<file path="src/rtl/barometer_pkg.sv">
// register map, field positions, reset values and rate timing
// assumes a 200 MHz ref_clk
package barometer_pkg;
  localparam logic [6:0] ADDR_REF_LOW = 7'h08;
  localparam logic [6:0] ADDR_REF_MID = 7'h09;
  localparam logic [6:0] ADDR_REF_HIGH = 7'h0A;
  localparam logic [6:0] ADDR_IDENTITY = 7'h0F;
  localparam logic [6:0] ADDR_AVG_CFG = 7'h10;
  localparam logic [6:0] ADDR_MAIN_CTRL = 7'h20;
  localparam logic [6:0] ADDR_SEC_CTRL = 7'h21;
  localparam logic [6:0] ADDR_PIN_CTRL = 7'h22;
  localparam logic [6:0] ADDR_PIN_SRC = 7'h23;
  localparam logic [6:0] ADDR_EVT_CFG = 7'h24;
  localparam logic [6:0] ADDR_EVT_SRC = 7'h25;
  localparam logic [6:0] ADDR_STATUS = 7'h27;
  localparam logic [6:0] ADDR_POUT_LOW = 7'h28;
  localparam logic [6:0] ADDR_POUT_MID = 7'h29;
  localparam logic [6:0] ADDR_POUT_HIGH = 7'h2A;
  localparam logic [6:0] ADDR_TOUT_LOW = 7'h2B;
  localparam logic [6:0] ADDR_TOUT_HIGH = 7'h2C;
  localparam logic [6:0] ADDR_QUEUE_CTRL = 7'h2E;
  localparam logic [6:0] ADDR_QUEUE_STAT = 7'h2F;
  localparam logic [6:0] ADDR_THS_LOW = 7'h30;
  localparam logic [6:0] ADDR_THS_HIGH = 7'h31;
  localparam logic [6:0] ADDR_AZP_LOW = 7'h39;
  localparam logic [6:0] ADDR_AZP_HIGH = 7'h3A;
  // identity value is arbitrary
  localparam logic [7:0] IDENTITY_VALUE = 8'h5A;
  localparam logic [3:0] AVG_CFG_RESET = 4'h5;
  // main control fields
  localparam int POWER_ON_BIT = 7;
  localparam int RATE_MSB = 6;
  localparam int RATE_LSB = 4;
  localparam int DIFFERENTIAL_ENABLE_BIT = 3;
  localparam int HOLD_BIT = 2;
  localparam int AZ_CLEAR_BIT = 1;
  localparam int WIRE_SEL_BIT = 0;
  // secondary control fields
  localparam int BOOT_BIT = 7;
  localparam int AUTOZERO_BIT = 1;
  localparam int ONE_SHOT_BIT = 0;
  // event config / source fields
  localparam int HIGH_EN_BIT = 0;
  localparam int LOW_EN_BIT = 1;
  localparam int LATCH_BIT = 2;
  // status fields
  localparam int T_AVAIL_BIT = 0;
  localparam int P_AVAIL_BIT = 1;
  localparam int T_OVER_BIT = 4;
  localparam int P_OVER_BIT = 5;
  localparam logic [2:0] RATE_ONE_SHOT = 3'h0;
  localparam logic [2:0] RATE_1HZ = 3'h1;
  localparam logic [2:0] RATE_7HZ = 3'h2;
  localparam logic [2:0] RATE_12HZ5 = 3'h3;
  localparam logic [2:0] RATE_25HZ = 3'h4;
  // rates in centihertz, periods derived from the clock
  localparam longint CLK_HZ = 200_000_000;
  localparam longint RATE_1HZ_CHZ = 100;
  localparam longint RATE_7HZ_CHZ = 700;
  localparam longint RATE_12HZ5_CHZ = 1250;
  localparam longint RATE_25HZ_CHZ = 2500;
  localparam int PERIOD_1HZ = int'(CLK_HZ * 100 / RATE_1HZ_CHZ);
  localparam int PERIOD_7HZ = int'(CLK_HZ * 100 / RATE_7HZ_CHZ);
  localparam int PERIOD_12HZ5 = int'(CLK_HZ * 100 / RATE_12HZ5_CHZ);
  localparam int PERIOD_25HZ = int'(CLK_HZ * 100 / RATE_25HZ_CHZ);
endpackage

</file>
<file path="src/rtl/barometer_control_registers.sv">
// register bank and main control of the barometer core
// assumes a serial engine that turns frames into byte strobes and a
// conversion path that answers each start with one sample
`timescale 1ns/1ps
module barometer_control_registers
  import barometer_pkg::*;
#(
  parameter int Period1Hz = PERIOD_1HZ,
  parameter int Period7Hz = PERIOD_7HZ,
  parameter int Period12Hz5 = PERIOD_12HZ5,
  parameter int Period25Hz = PERIOD_25HZ
) (
  // clock and reset
  input wire logic ref_clk,
  input wire logic reset,
  // register port from the serial engine
  input wire logic [6:0] regAddr,
  input wire logic regWrite,
  input wire logic regRead,
  input wire logic [7:0] regWdata,
  output logic [7:0] regRdata,
  // conversion path
  output logic measureStart,
  input wire logic sampleValid,
  input wire logic [23:0] pressureRaw,
  input wire logic [15:0] temperatureRaw,
  output logic [6:0] temperatureAverages,
  output logic [9:0] pressureAverages,
  // misc controls and events
  output logic powerOn,
  output logic spiThreeWire,
  output logic calibReload,
  output logic thresholdEvent
);
  typedef enum logic {IDLE, CONVERT} meas_e;

  typedef struct packed {
    logic [23:0] refP;
    logic [3:0] avgCfg;
    logic [7:0] mainCtrl;
    logic [7:0] secCtrl;
    logic [7:0] pinCtrl;
    logic [7:0] pinSrc;
    logic [7:0] evtCfg;
    logic [2:0] evtSrc;
    logic [7:0] status;
    logic [15:0] thsP;
    logic [15:0] azp;
    logic [7:0] queueCtrl;
    logic [23:0] pressOut;
    logic [15:0] tempOut;
    logic [7:0] rdata;
    logic [31:0] rateCnt;
    meas_e meas;
    logic outLocked;
    logic hiRead;
    logic loRead;
    logic pwrUpPending;
    logic bootPulse;
    logic start;
  } state_s;

  state_s cur_ff, nxt_cur;

  if (Period1Hz < 2 || Period7Hz < 2 || Period12Hz5 < 2 || Period25Hz < 2)
  begin : chk_period
    $error("rate periods must be at least two cycles");
  end

  logic [2:0] rate;
  logic rateLegal;
  logic [31:0] period;
  logic rateTick;
  logic [23:0] diff;
  logic azOn;
  logic wr;
  logic rd;

  assign rate = cur_ff.mainCtrl[RATE_MSB:RATE_LSB];
  assign azOn = cur_ff.secCtrl[AUTOZERO_BIT];
  assign diff = pressureRaw - cur_ff.refP;
  assign wr = regWrite;
  assign rd = regRead;

  always_comb begin
    rateLegal = 1'b1;
    unique case (rate)
      RATE_1HZ: period = 32'(Period1Hz);
      RATE_7HZ: period = 32'(Period7Hz);
      RATE_12HZ5: period = 32'(Period12Hz5);
      RATE_25HZ: period = 32'(Period25Hz);
      default: begin
        period = 32'h0000_0000;
        rateLegal = 1'b0;
      end
    endcase
  end

  assign rateTick = rateLegal && cur_ff.rateCnt == period - 32'h0000_0001;

  always_comb begin
    nxt_cur = cur_ff;
    nxt_cur.start = 1'b0;
    nxt_cur.bootPulse = 1'b0;
    // calibration reload once after power-up
    if (cur_ff.pwrUpPending) begin
      nxt_cur.pwrUpPending = 1'b0;
      nxt_cur.bootPulse = 1'b1;
    end
    if (cur_ff.secCtrl[BOOT_BIT]) begin
      nxt_cur.secCtrl[BOOT_BIT] = 1'b0;
      nxt_cur.bootPulse = 1'b1;
    end

    // rate timer runs only when powered and in continuous mode
    // a control write restarts it, so a shorter period is never overshot
    if (cur_ff.mainCtrl[POWER_ON_BIT] && rateLegal && !rateTick
        && !(wr && regAddr == ADDR_MAIN_CTRL)) begin
      nxt_cur.rateCnt = cur_ff.rateCnt + 32'h0000_0001;
    end else begin
      nxt_cur.rateCnt = 32'h0000_0000;
    end

    // conversion sequencing
    unique case (cur_ff.meas)
      IDLE: begin
        if (cur_ff.mainCtrl[POWER_ON_BIT]) begin
          if ((rate == RATE_ONE_SHOT && cur_ff.secCtrl[ONE_SHOT_BIT])
              || rateTick) begin
            nxt_cur.start = 1'b1;
            nxt_cur.meas = CONVERT;
          end
        end
      end
      CONVERT: begin
        if (!cur_ff.mainCtrl[POWER_ON_BIT]) begin
          nxt_cur.meas = IDLE;
        end else if (sampleValid) begin
          nxt_cur.meas = IDLE;
          nxt_cur.secCtrl[ONE_SHOT_BIT] = 1'b0;
          if (cur_ff.outLocked) begin
            // held sample is kept, the new one is lost
            nxt_cur.status[P_OVER_BIT] = 1'b1;
            nxt_cur.status[T_OVER_BIT] = 1'b1;
          end else begin
            nxt_cur.pressOut = azOn ? diff : pressureRaw;
            nxt_cur.tempOut = temperatureRaw;
            nxt_cur.status[P_OVER_BIT] = cur_ff.status[P_AVAIL_BIT];
            nxt_cur.status[T_OVER_BIT] = cur_ff.status[T_AVAIL_BIT];
            nxt_cur.status[P_AVAIL_BIT] = 1'b1;
            nxt_cur.status[T_AVAIL_BIT] = 1'b1;
            if (cur_ff.mainCtrl[HOLD_BIT]) begin
              nxt_cur.outLocked = 1'b1;
              nxt_cur.hiRead = 1'b0;
              nxt_cur.loRead = 1'b0;
            end
          end
          if (cur_ff.mainCtrl[DIFFERENTIAL_ENABLE_BIT]) begin
            if (cur_ff.evtCfg[HIGH_EN_BIT]
                && $signed(diff) > $signed({8'h00, cur_ff.thsP}))
              nxt_cur.evtSrc[HIGH_EN_BIT] = 1'b1;
            if (cur_ff.evtCfg[LOW_EN_BIT]
                && $signed(diff) < -$signed({8'h00, cur_ff.thsP}))
              nxt_cur.evtSrc[LOW_EN_BIT] = 1'b1;
          end
        end
      end
    endcase

    // host reads; clear-on-read loses to a same-cycle set
    if (rd) begin
      unique case (regAddr)
        ADDR_REF_LOW: nxt_cur.rdata = cur_ff.refP[7:0];
        ADDR_REF_MID: nxt_cur.rdata = cur_ff.refP[15:8];
        ADDR_REF_HIGH: nxt_cur.rdata = cur_ff.refP[23:16];
        ADDR_IDENTITY: nxt_cur.rdata = IDENTITY_VALUE;
        ADDR_AVG_CFG: nxt_cur.rdata = {4'h0, cur_ff.avgCfg};
        ADDR_MAIN_CTRL: nxt_cur.rdata = cur_ff.mainCtrl;
        ADDR_SEC_CTRL: nxt_cur.rdata = cur_ff.secCtrl;
        ADDR_PIN_CTRL: nxt_cur.rdata = cur_ff.pinCtrl;
        ADDR_PIN_SRC: nxt_cur.rdata = cur_ff.pinSrc;
        ADDR_EVT_CFG: nxt_cur.rdata = cur_ff.evtCfg;
        ADDR_EVT_SRC: begin
          nxt_cur.rdata = {5'h00, |cur_ff.evtSrc[1:0], cur_ff.evtSrc[1:0]};
          if (!(nxt_cur.evtSrc[1:0] != cur_ff.evtSrc[1:0]))
            nxt_cur.evtSrc = 3'h0;
        end
        ADDR_STATUS: nxt_cur.rdata = cur_ff.status;
        ADDR_POUT_LOW: begin
          nxt_cur.rdata = cur_ff.pressOut[7:0];
          nxt_cur.loRead = 1'b1;
        end
        ADDR_POUT_MID: nxt_cur.rdata = cur_ff.pressOut[15:8];
        ADDR_POUT_HIGH: begin
          nxt_cur.rdata = cur_ff.pressOut[23:16];
          nxt_cur.hiRead = 1'b1;
          if (!sampleValid || cur_ff.meas != CONVERT) begin
            nxt_cur.status[P_AVAIL_BIT] = 1'b0;
            nxt_cur.status[P_OVER_BIT] = 1'b0;
          end
        end
        ADDR_TOUT_LOW: nxt_cur.rdata = cur_ff.tempOut[7:0];
        ADDR_TOUT_HIGH: begin
          nxt_cur.rdata = cur_ff.tempOut[15:8];
          if (!sampleValid || cur_ff.meas != CONVERT) begin
            nxt_cur.status[T_AVAIL_BIT] = 1'b0;
            nxt_cur.status[T_OVER_BIT] = 1'b0;
          end
        end
        ADDR_QUEUE_CTRL: nxt_cur.rdata = cur_ff.queueCtrl;
        ADDR_THS_LOW: nxt_cur.rdata = cur_ff.thsP[7:0];
        ADDR_THS_HIGH: nxt_cur.rdata = cur_ff.thsP[15:8];
        ADDR_AZP_LOW: nxt_cur.rdata = cur_ff.azp[7:0];
        ADDR_AZP_HIGH: nxt_cur.rdata = cur_ff.azp[15:8];
        // queue status has no queue behind it; reserved reads zero
        default: nxt_cur.rdata = 8'h00;
      endcase
    end
    if (nxt_cur.hiRead && nxt_cur.loRead) begin
      nxt_cur.outLocked = 1'b0;
    end
    if (!cur_ff.mainCtrl[HOLD_BIT]) begin
      nxt_cur.outLocked = 1'b0;
    end

    // host writes; read-only and reserved locations fall through
    if (wr) begin
      unique case (regAddr)
        ADDR_REF_LOW: nxt_cur.refP[7:0] = regWdata;
        ADDR_REF_MID: nxt_cur.refP[15:8] = regWdata;
        ADDR_REF_HIGH: nxt_cur.refP[23:16] = regWdata;
        ADDR_AVG_CFG: nxt_cur.avgCfg = regWdata[3:0];
        ADDR_MAIN_CTRL: begin
          nxt_cur.mainCtrl = regWdata;
          nxt_cur.mainCtrl[AZ_CLEAR_BIT] = 1'b0;
          if (regWdata[AZ_CLEAR_BIT]) begin
            nxt_cur.refP = 24'h00_0000;
            nxt_cur.azp = 16'h0000;
          end
        end
        ADDR_SEC_CTRL: begin
          nxt_cur.secCtrl = regWdata;
          // a trigger whose conversion is starting or under way is not cancelled by a rewrite
          if (cur_ff.secCtrl[ONE_SHOT_BIT] && nxt_cur.meas == CONVERT)
            nxt_cur.secCtrl[ONE_SHOT_BIT] = 1'b1;
          if (regWdata[AUTOZERO_BIT] && !azOn)
            nxt_cur.refP = cur_ff.pressOut;
        end
        ADDR_PIN_CTRL: nxt_cur.pinCtrl = regWdata;
        ADDR_PIN_SRC: nxt_cur.pinSrc = regWdata;
        ADDR_EVT_CFG: nxt_cur.evtCfg = regWdata;
        ADDR_QUEUE_CTRL: nxt_cur.queueCtrl = regWdata;
        ADDR_THS_LOW: nxt_cur.thsP[7:0] = regWdata;
        ADDR_THS_HIGH: nxt_cur.thsP[15:8] = regWdata;
        ADDR_AZP_LOW: nxt_cur.azp[7:0] = regWdata;
        ADDR_AZP_HIGH: nxt_cur.azp[15:8] = regWdata;
        default: ;
      endcase
    end
    // without latching a source bit is set only when the newest sample trips it and it was clear before
    nxt_cur.evtSrc[2] = |nxt_cur.evtSrc[1:0];
    if (!cur_ff.evtCfg[LATCH_BIT] && cur_ff.meas == CONVERT && sampleValid
        && !(rd && regAddr == ADDR_EVT_SRC)) begin
      nxt_cur.evtSrc[1:0] = nxt_cur.evtSrc[1:0] & ~cur_ff.evtSrc[1:0]
                            | (nxt_cur.evtSrc[1:0] ^ cur_ff.evtSrc[1:0]);
      nxt_cur.evtSrc[2] = |nxt_cur.evtSrc[1:0];
    end
    if (!cur_ff.mainCtrl[DIFFERENTIAL_ENABLE_BIT]) begin
      nxt_cur.evtSrc = 3'h0;
    end
  end

  always_ff @(posedge ref_clk) begin
    if (reset) begin
      cur_ff <= '0;
      cur_ff.avgCfg <= AVG_CFG_RESET;
      cur_ff.meas <= IDLE;
      cur_ff.pwrUpPending <= 1'b1;
    end else begin
      cur_ff <= nxt_cur;
    end
  end

  always_comb begin
    unique case (cur_ff.avgCfg[3:2])
      2'h0: temperatureAverages = 7'h08;
      2'h1: temperatureAverages = 7'h10;
      2'h2: temperatureAverages = 7'h20;
      2'h3: temperatureAverages = 7'h40;
    endcase
    unique case (cur_ff.avgCfg[1:0])
      2'h0: pressureAverages = 10'h008;
      2'h1: pressureAverages = 10'h020;
      2'h2: pressureAverages = 10'h080;
      2'h3: pressureAverages = 10'h200;
    endcase
  end

  assign regRdata = cur_ff.rdata;
  assign measureStart = cur_ff.start;
  assign powerOn = cur_ff.mainCtrl[POWER_ON_BIT];
  assign spiThreeWire = cur_ff.mainCtrl[WIRE_SEL_BIT];
  assign calibReload = cur_ff.bootPulse;
  assign thresholdEvent = cur_ff.evtSrc[2];
endmodule

</file>
<file path="config.mk">
export PLATFORM = sky130hd
export DESIGN_NAME = barometer_control_registers
export DESIGN_NICKNAME = d
export VERILOG_FILES = /design/src/rtl/barometer_pkg.sv /design/src/rtl/barometer_control_registers.sv
export SDC_FILE = /design/constraint.sdc
export NUM_CORES = 1
export LEC_CHECK = 0
export BUFFER_PORTS_ARGS = -buffer_cell sky130_fd_sc_hd__buf_4
export CAP_MARGIN = 0
export CORE_MARGIN = 3
export CORE_UTILIZATION = 50
export DETAILED_ROUTE_END_ITERATION = 10
export PLACE_DENSITY = 0.68
export SYNTH_ARGS = -nofsm -noshare
export SYNTH_HDL_FRONTEND = slang
export SYNTH_SLANG_ARGS = --single-unit
export TNS_END_PERCENT = 5
</file>
<file path="constraint.sdc">
create_clock -name ref_clk -period 6.9 [get_ports ref_clk]
set_clock_uncertainty 0.05 [all_clocks]
set_input_delay 1.035 -clock ref_clk [delete_from_list [all_inputs] [get_ports ref_clk]]
set_output_delay 1.035 -clock ref_clk [all_outputs]
set_load 0.1 [all_outputs]
</file>
# Yosys cells after proc, flatten, opt, wreduce, memory -nomap -nowiden
# Index checks and enable logic that the tools add are counted.
totals:
  in_bits: 60
  output_inout_bits: 30
  mem_count: 0
  regBits: 201
  romBits: 0
  ramBits: 0
  latch_bits: 0
  wordCells: 203
op_classes:
  add_sub_neg: 4
  multipliers: 0
  n_eq_ne: 36
  div: 0
  magnitude_cmp: 2
  shift: 0
  reduce_logical: 56
  bitwise_logic: 11
  n_mux: 65
ops:
  columns: ["cell", "n"]
  rows:
  - ["$pmux W8 S22", 1]
  - ["$eq A7 B6 Y1 const B", 17]
  - ["$pmux W28 S4", 1]
  - ["$mux W24", 3]
  - ["$pmux W8 S3", 3]
  - ["$mux W2", 20]
  - ["$pmux W10 S4", 1]
  - ["$add A32 B1 Y32 const B", 1]
  - ["$eq A32 B32 Y1", 1]
  - ["$pmux W8 S2", 2]
  - ["$sub A32 B1 Y32 const B", 1]
  - ["$eq A7 B4 Y1 const B", 4]
  - ["$pmux W7 S4", 1]
  - ["$mux W25", 1]
  - ["$gt A24 B17 Y1", 1]
  - ["$lt A24 B24 Y1", 1]
  - ["$mux W8", 3]
  - ["$neg A16 Y24", 1]
  - ["$sub A24 B24 Y24", 1]
  - ["$mux W1", 23]
  - ["$reduce_and A2 Y1", 9]
  - ["$mux W16", 1]
  - ["$reduce_and A4 Y1", 4]
  - ["$logic_and A1 B1 Y1", 15]
  - ["26 further kinds", 58]

# Longest topological paths before layout
logic_depth:
  word_depth: 16
  depth_mapped: 22

# Worst setup path before layout
# No wires, ideal clock.
synth_timing:
  path_kind: "in2reg"
  startpoint: "in pressureRaw[0]"
  endpoint: "reg cur_ff[135] (netlist bit)"
  arrival_ns: 5.545
  n_path_buf: 0
  stages: 22
  path_slack_ns: 1.184
  path_cell_list: "inv_1 -> ha_1 -> inv_1 -> fa_1 -> a211o_1 -> a21oi_2 -> a2111oi_2 -> or2_1 -> and3_2 -> a211oi_1 -> xnor2_1 -> ha_1 -> nand4_1 -> nor4_2 -> nand4_1 -> mux2_2 -> a41o_1 -> a221oi_1 -> nor3_1 -> or4_4 -> o31ai_2 -> o2bb2ai_1"
synth_via:
  elab_chain_cells: 15
  elab_cells_between_ends: 19
synth_lines:
  columns: ["element", "line", "rtl"]
  rows:
  - ["start: declaration", "barometer_control_registers.sv:25", "input wire logic [23:0] pressureRaw,"]
  - ["$sub A24 B24 Y24 (*)", "barometer_control_registers.sv:81", "assign diff = pressureRaw - cur_ff.refP;"]
  - ["$gt A24 B17 Y1 / $lt A24 B24 Y1 (equally long branches)", "barometer_control_registers.sv:160, barometer_control_registers.sv:163", null]
  - ["$logic_and A1 B1 Y1, on equally long branches", "barometer_control_registers.sv:160, barometer_control_registers.sv:163", null]
  - ["$mux W1, on equally long branches", "barometer_control_registers.sv:159, barometer_control_registers.sv:162", null]
  - ["$mux W2 (*)", "barometer_control_registers.sv:158", "if (cur_ff.mainCtrl[DIFFERENTIAL_ENABLE_BIT]) begin"]
  - ["$mux W2 (*)", "barometer_control_registers.sv:138", "end else if (sampleValid) begin"]
  - ["$mux W2 (*)", "barometer_control_registers.sv:136", "if (!cur_ff.mainCtrl[POWER_ON_BIT]) begin"]
  - ["$mux W2 (*)", "barometer_control_registers.sv:125", "unique case (cur_ff.meas)"]
  - ["$ne A2 B2 Y1", "barometer_control_registers.sv:185", "if (!(nxt_cur.evtSrc[1:0] != cur_ff.evtSrc[1:0]))"]
  - ["$mux W2", "barometer_control_registers.sv:185", null]
  - ["$mux W2", "barometer_control_registers.sv:172", "unique case (regAddr)"]
  - ["$mux W2 (*)", "barometer_control_registers.sv:171", "if (rd) begin"]
  - ["$and A2 B2 Y2 / $xor A2 B2 Y2 (equally long branches)", "barometer_control_registers.sv:264, barometer_control_registers.sv:265", null]
  - ["$or A2 B2 Y2", "barometer_control_registers.sv:265", "| (nxt_cur.evtSrc[1:0] ^ cur_ff.evtSrc[1:0]);"]
  - ["$mux W3 (*)", "barometer_control_registers.sv:262", "if (!cur_ff.evtCfg[LATCH_BIT] && cur_ff.meas == CONVERT && sampleValid"]
  - ["end signal: assignment", "barometer_control_registers.sv:280", "cur_ff <= nxt_cur;"]
  - ["end: declaration", "barometer_control_registers.sv:63", "state_s cur_ff, nxt_cur;"]
# Every way passes the cells marked *; elsewhere a longest branch is shown, timed or not.
# A chain may end at the register's enable or synchronous reset.

# Worst setup path after layout
layout_timing:
  startpoint: "in pressureRaw[0]"
  endpoint: "reg cur_ff[136] (netlist bit)"
# The elaborated chain is that of the path after synthesis.

==> out/results.tsv <==
metric	value	unit
Critical Path AT	6.27	ns
Yosys cell types	88	
status	finished clean	
largest net degree at the start of global routing	87	
Total Wirelength	39.6	mm
via count	12165	
Post-DP HPWL	28.3	mm
crit-path max FO	4	
Setup Viol. Count Final	0	
period utilization	0.859	
Tightest Pin Transition	1.28	ns
CTS Sinks	201	
CP max stage delay	0.51	ns
hold path start	cur_ff[141]	
total number of yosys warnings	0	
first-pass GRT wire length	61.7	mm
die area	0.0267	mm^2
top_reg_cell synth	dfxtp_1	
Setup crit start	pressureRaw[0]	
Pwr per Cell Area	203	mW/mm^2
antenna violations before repair	0	
mean post-synth cell area	7.76	um^2
MaxCap Viol Count	0	
Post-Syn Area	0.0124	mm^2
worst-path cell chain	buf_4 -> inv_1 -> ha_1 -> inv_1 -> fa_1 -> a211o_1 -> a21oi_2 -> a2111oi_2 -> or2_1 -> and3_2 -> a211oi_1 -> xnor2_1 -> ha_1 -> nand4_1 -> nor4_2 -> nand4_1 -> mux2_2 -> a41o_1 -> a221oi_1 -> nor3_1 -> or4_4 -> o21ai_0 -> a21boi_0	
ratio of cells with drive above 1 in the final layout	0.105	
Setup Buffers After CTS	0	
DRC	0	
asr flop ratio synth	0	
clock-pin slew on the worst setup and hold paths	0.06	ns
CTS Buf Count	23	
Hold Crit Class	reg -> reg	
Filler Cells Inserted	2323	
Pleak	4.78	nW
sequential cell area fraction in the yosys report	0.324	
count leader, synth	dfxtp_1	
slew margin rel.	0.145	
area growth from synthesis to layout	12.4	%
Initial Utilization	0.510	
RSZ-0062 raised after global routing	false	
clk buf depth	3	
clk_lat worst skew	0.53	ns
CTS tree	yes	
drt first pass iters	6	
crit path capture type	flop	
core area	0.0243	mm^2
crit path buf inv count	3	
clk root buf	clkbuf_16	
IO Port Bufs	80	
Core Util, Final	0.573	
row cnt	57	
min Tclk post-route	5.92	ns
Synth area leader	dfxtp_1	
die height	163	um
GPL Wtd Cong	0.952	
gate count after technology mapping	1597	
I/O pin count	90	
via/cell ratio	6.22	
final hold viol count	0	
worst r2r src	cur_ff[182]	
post-route cell area	0.0139	mm^2
1st-iter DRT viols	1383	
Critical Path Start Type	primary input	
CTS Hold Buffers Added	0	
slowest cell on the critical path	or4_4	
Final #Nets	1739	
drt wl/cell	20.2	um
VDD IR max	0.000165	V
max-slew violations	0	
htree depth	1	
setup TNS	0	ns
FF+latch count, synth	201	
Worst EP required	7.25	ns
vias in the first global route	10923	
antenna cells	0	
CP Class	in -> reg	
Die Wd	163	um
DP Area	0.0131	mm^2
CP top delay family	simple AND/OR/NAND/NOR gates	
top cells by area, synth	dfxtp_1 (32%), ha_1 (6.3%), a21oi_1 (5.6%)	
cts repair resizes	0	
Remaining Overflow, GRT	0	
GRT Util Overall	0.288	
Routed Antenna Nets	0	
number of synthesized flops with an enable pin	0	
synth cell count leaders	dfxtp_1 (201), nand2_1 (174), nor2_1 (164), a21oi_1 (138), nand3_1 (98)	
Yosys top cell area share	0.324	
fmax	169	MHz
-- stage by stage --
step / total power [mW] / instances / hold slack [ns] / worst slack (ns)
floorplan: 1.42 / 1605 / 0.361 / 1.18
global placement: 1.51 / 1915 / 0.391 / 0.668
detailed placement: 1.51 / 1915 / 0.397 / 0.545
CTS: 2.84 / 1956 / 0.407 / 1.03
global route: 2.91 / 1956 / 0.420 / 0.704
finish: 2.83 / 1956 / 0.405 / 0.975
-- flip-flops by register name, summed over array words and instances, names as in the netlist --
signal and count:
cur_ff 187, thresholdEvent 1, calibReload 1, powerOn 1, measureStart 1, azOn 1
regRdata 8, spiThreeWire 1
-- per-layer routing --
metal  vias to the layer above  part of all wire  track usage  wire (um)
met2                       551              0.43        0.436      17200
met1                      5713              0.44        0.420      17400
li1                       5809                 -            -          -
met4                         0             0.036       0.0903       1430
met5                         -                 0            0          0
met3                        92             0.090       0.0451       3570
-- logic make-up after synthesis --
kind of cell,Yosys count,synth area share
multiplexers,35,0.0286
other,1,0.000302
adder cells (fa/ha/maj),65,0.0658
buffers and inverters,177,0.0595
XOR/XNOR,66,0.0466
AND/OR/NAND/NOR,616,0.235
AO/OA/AOI/OAI,436,0.239
flip-flops,201,0.324
-- placed cells by master, fill, tap and decap left out, drive strengths merged, types with 31 or more instances in the layout --
master,count
dfxtp,201
nand2,175
nor2,164
a21oi,141
buf,99
nand3,98
a22oi,66
inv,66
ha,62
a211oi,50
o21ai,44
xnor2,43
nand4,33
mux2i,32
nor3,31
-- cell type report --
cell class	count	area, um^2	share of cell area
clock inverters	13	195	0.0140
repair buffers	99	743	0.0533
inverters	64	240	0.0172
well taps	324	405	0.0291
multi-input cells	1227	7700	0.552
flip-flops and latches	201	4020	0.289
clock buffers	28	634	0.0455
-- worst reg2reg max path, stage by stage, from the launching register on --
cell       delay, ns
dfxtp_1         0.40
ha_1            0.19
inv_1           0.05
fa_1            0.42
a211o_1         0.31
a21oi_2         0.25
a2111oi_2       0.16
or2_1           0.30
and3_2          0.22
a211oi_1        0.27
xnor2_1         0.16
ha_1            0.31
nand4_1         0.18
nor4_2          0.41
nand4_1         0.13
mux2_2          0.27
a41o_1          0.21
a221oi_1        0.31
nor3_1          0.13
or4_4           0.51
o21ai_0         0.20
a21boi_0        0.10
-- report_power, final --
group          leakage [nW]  switching [mW]  internal [mW]  total [mW]
combinational          2.76           0.210          0.118       0.327
clock                 0.401           0.524          0.812        1.34
sequential             1.62         0.00310           1.16        1.17
total                  4.78           0.736           2.09        2.83
-- worst paths after layout --
check	endpoint	slack (ns)	depth (start not counted)
worst min register to register	cur_ff[141]	0.40	2
worst max-delay path	cur_ff[136]	0.98	23
worst min-delay path	cur_ff[141]	0.40	2
worst max register to register	cur_ff[136]	1.21	21
(Power assumes the default switching activity.)
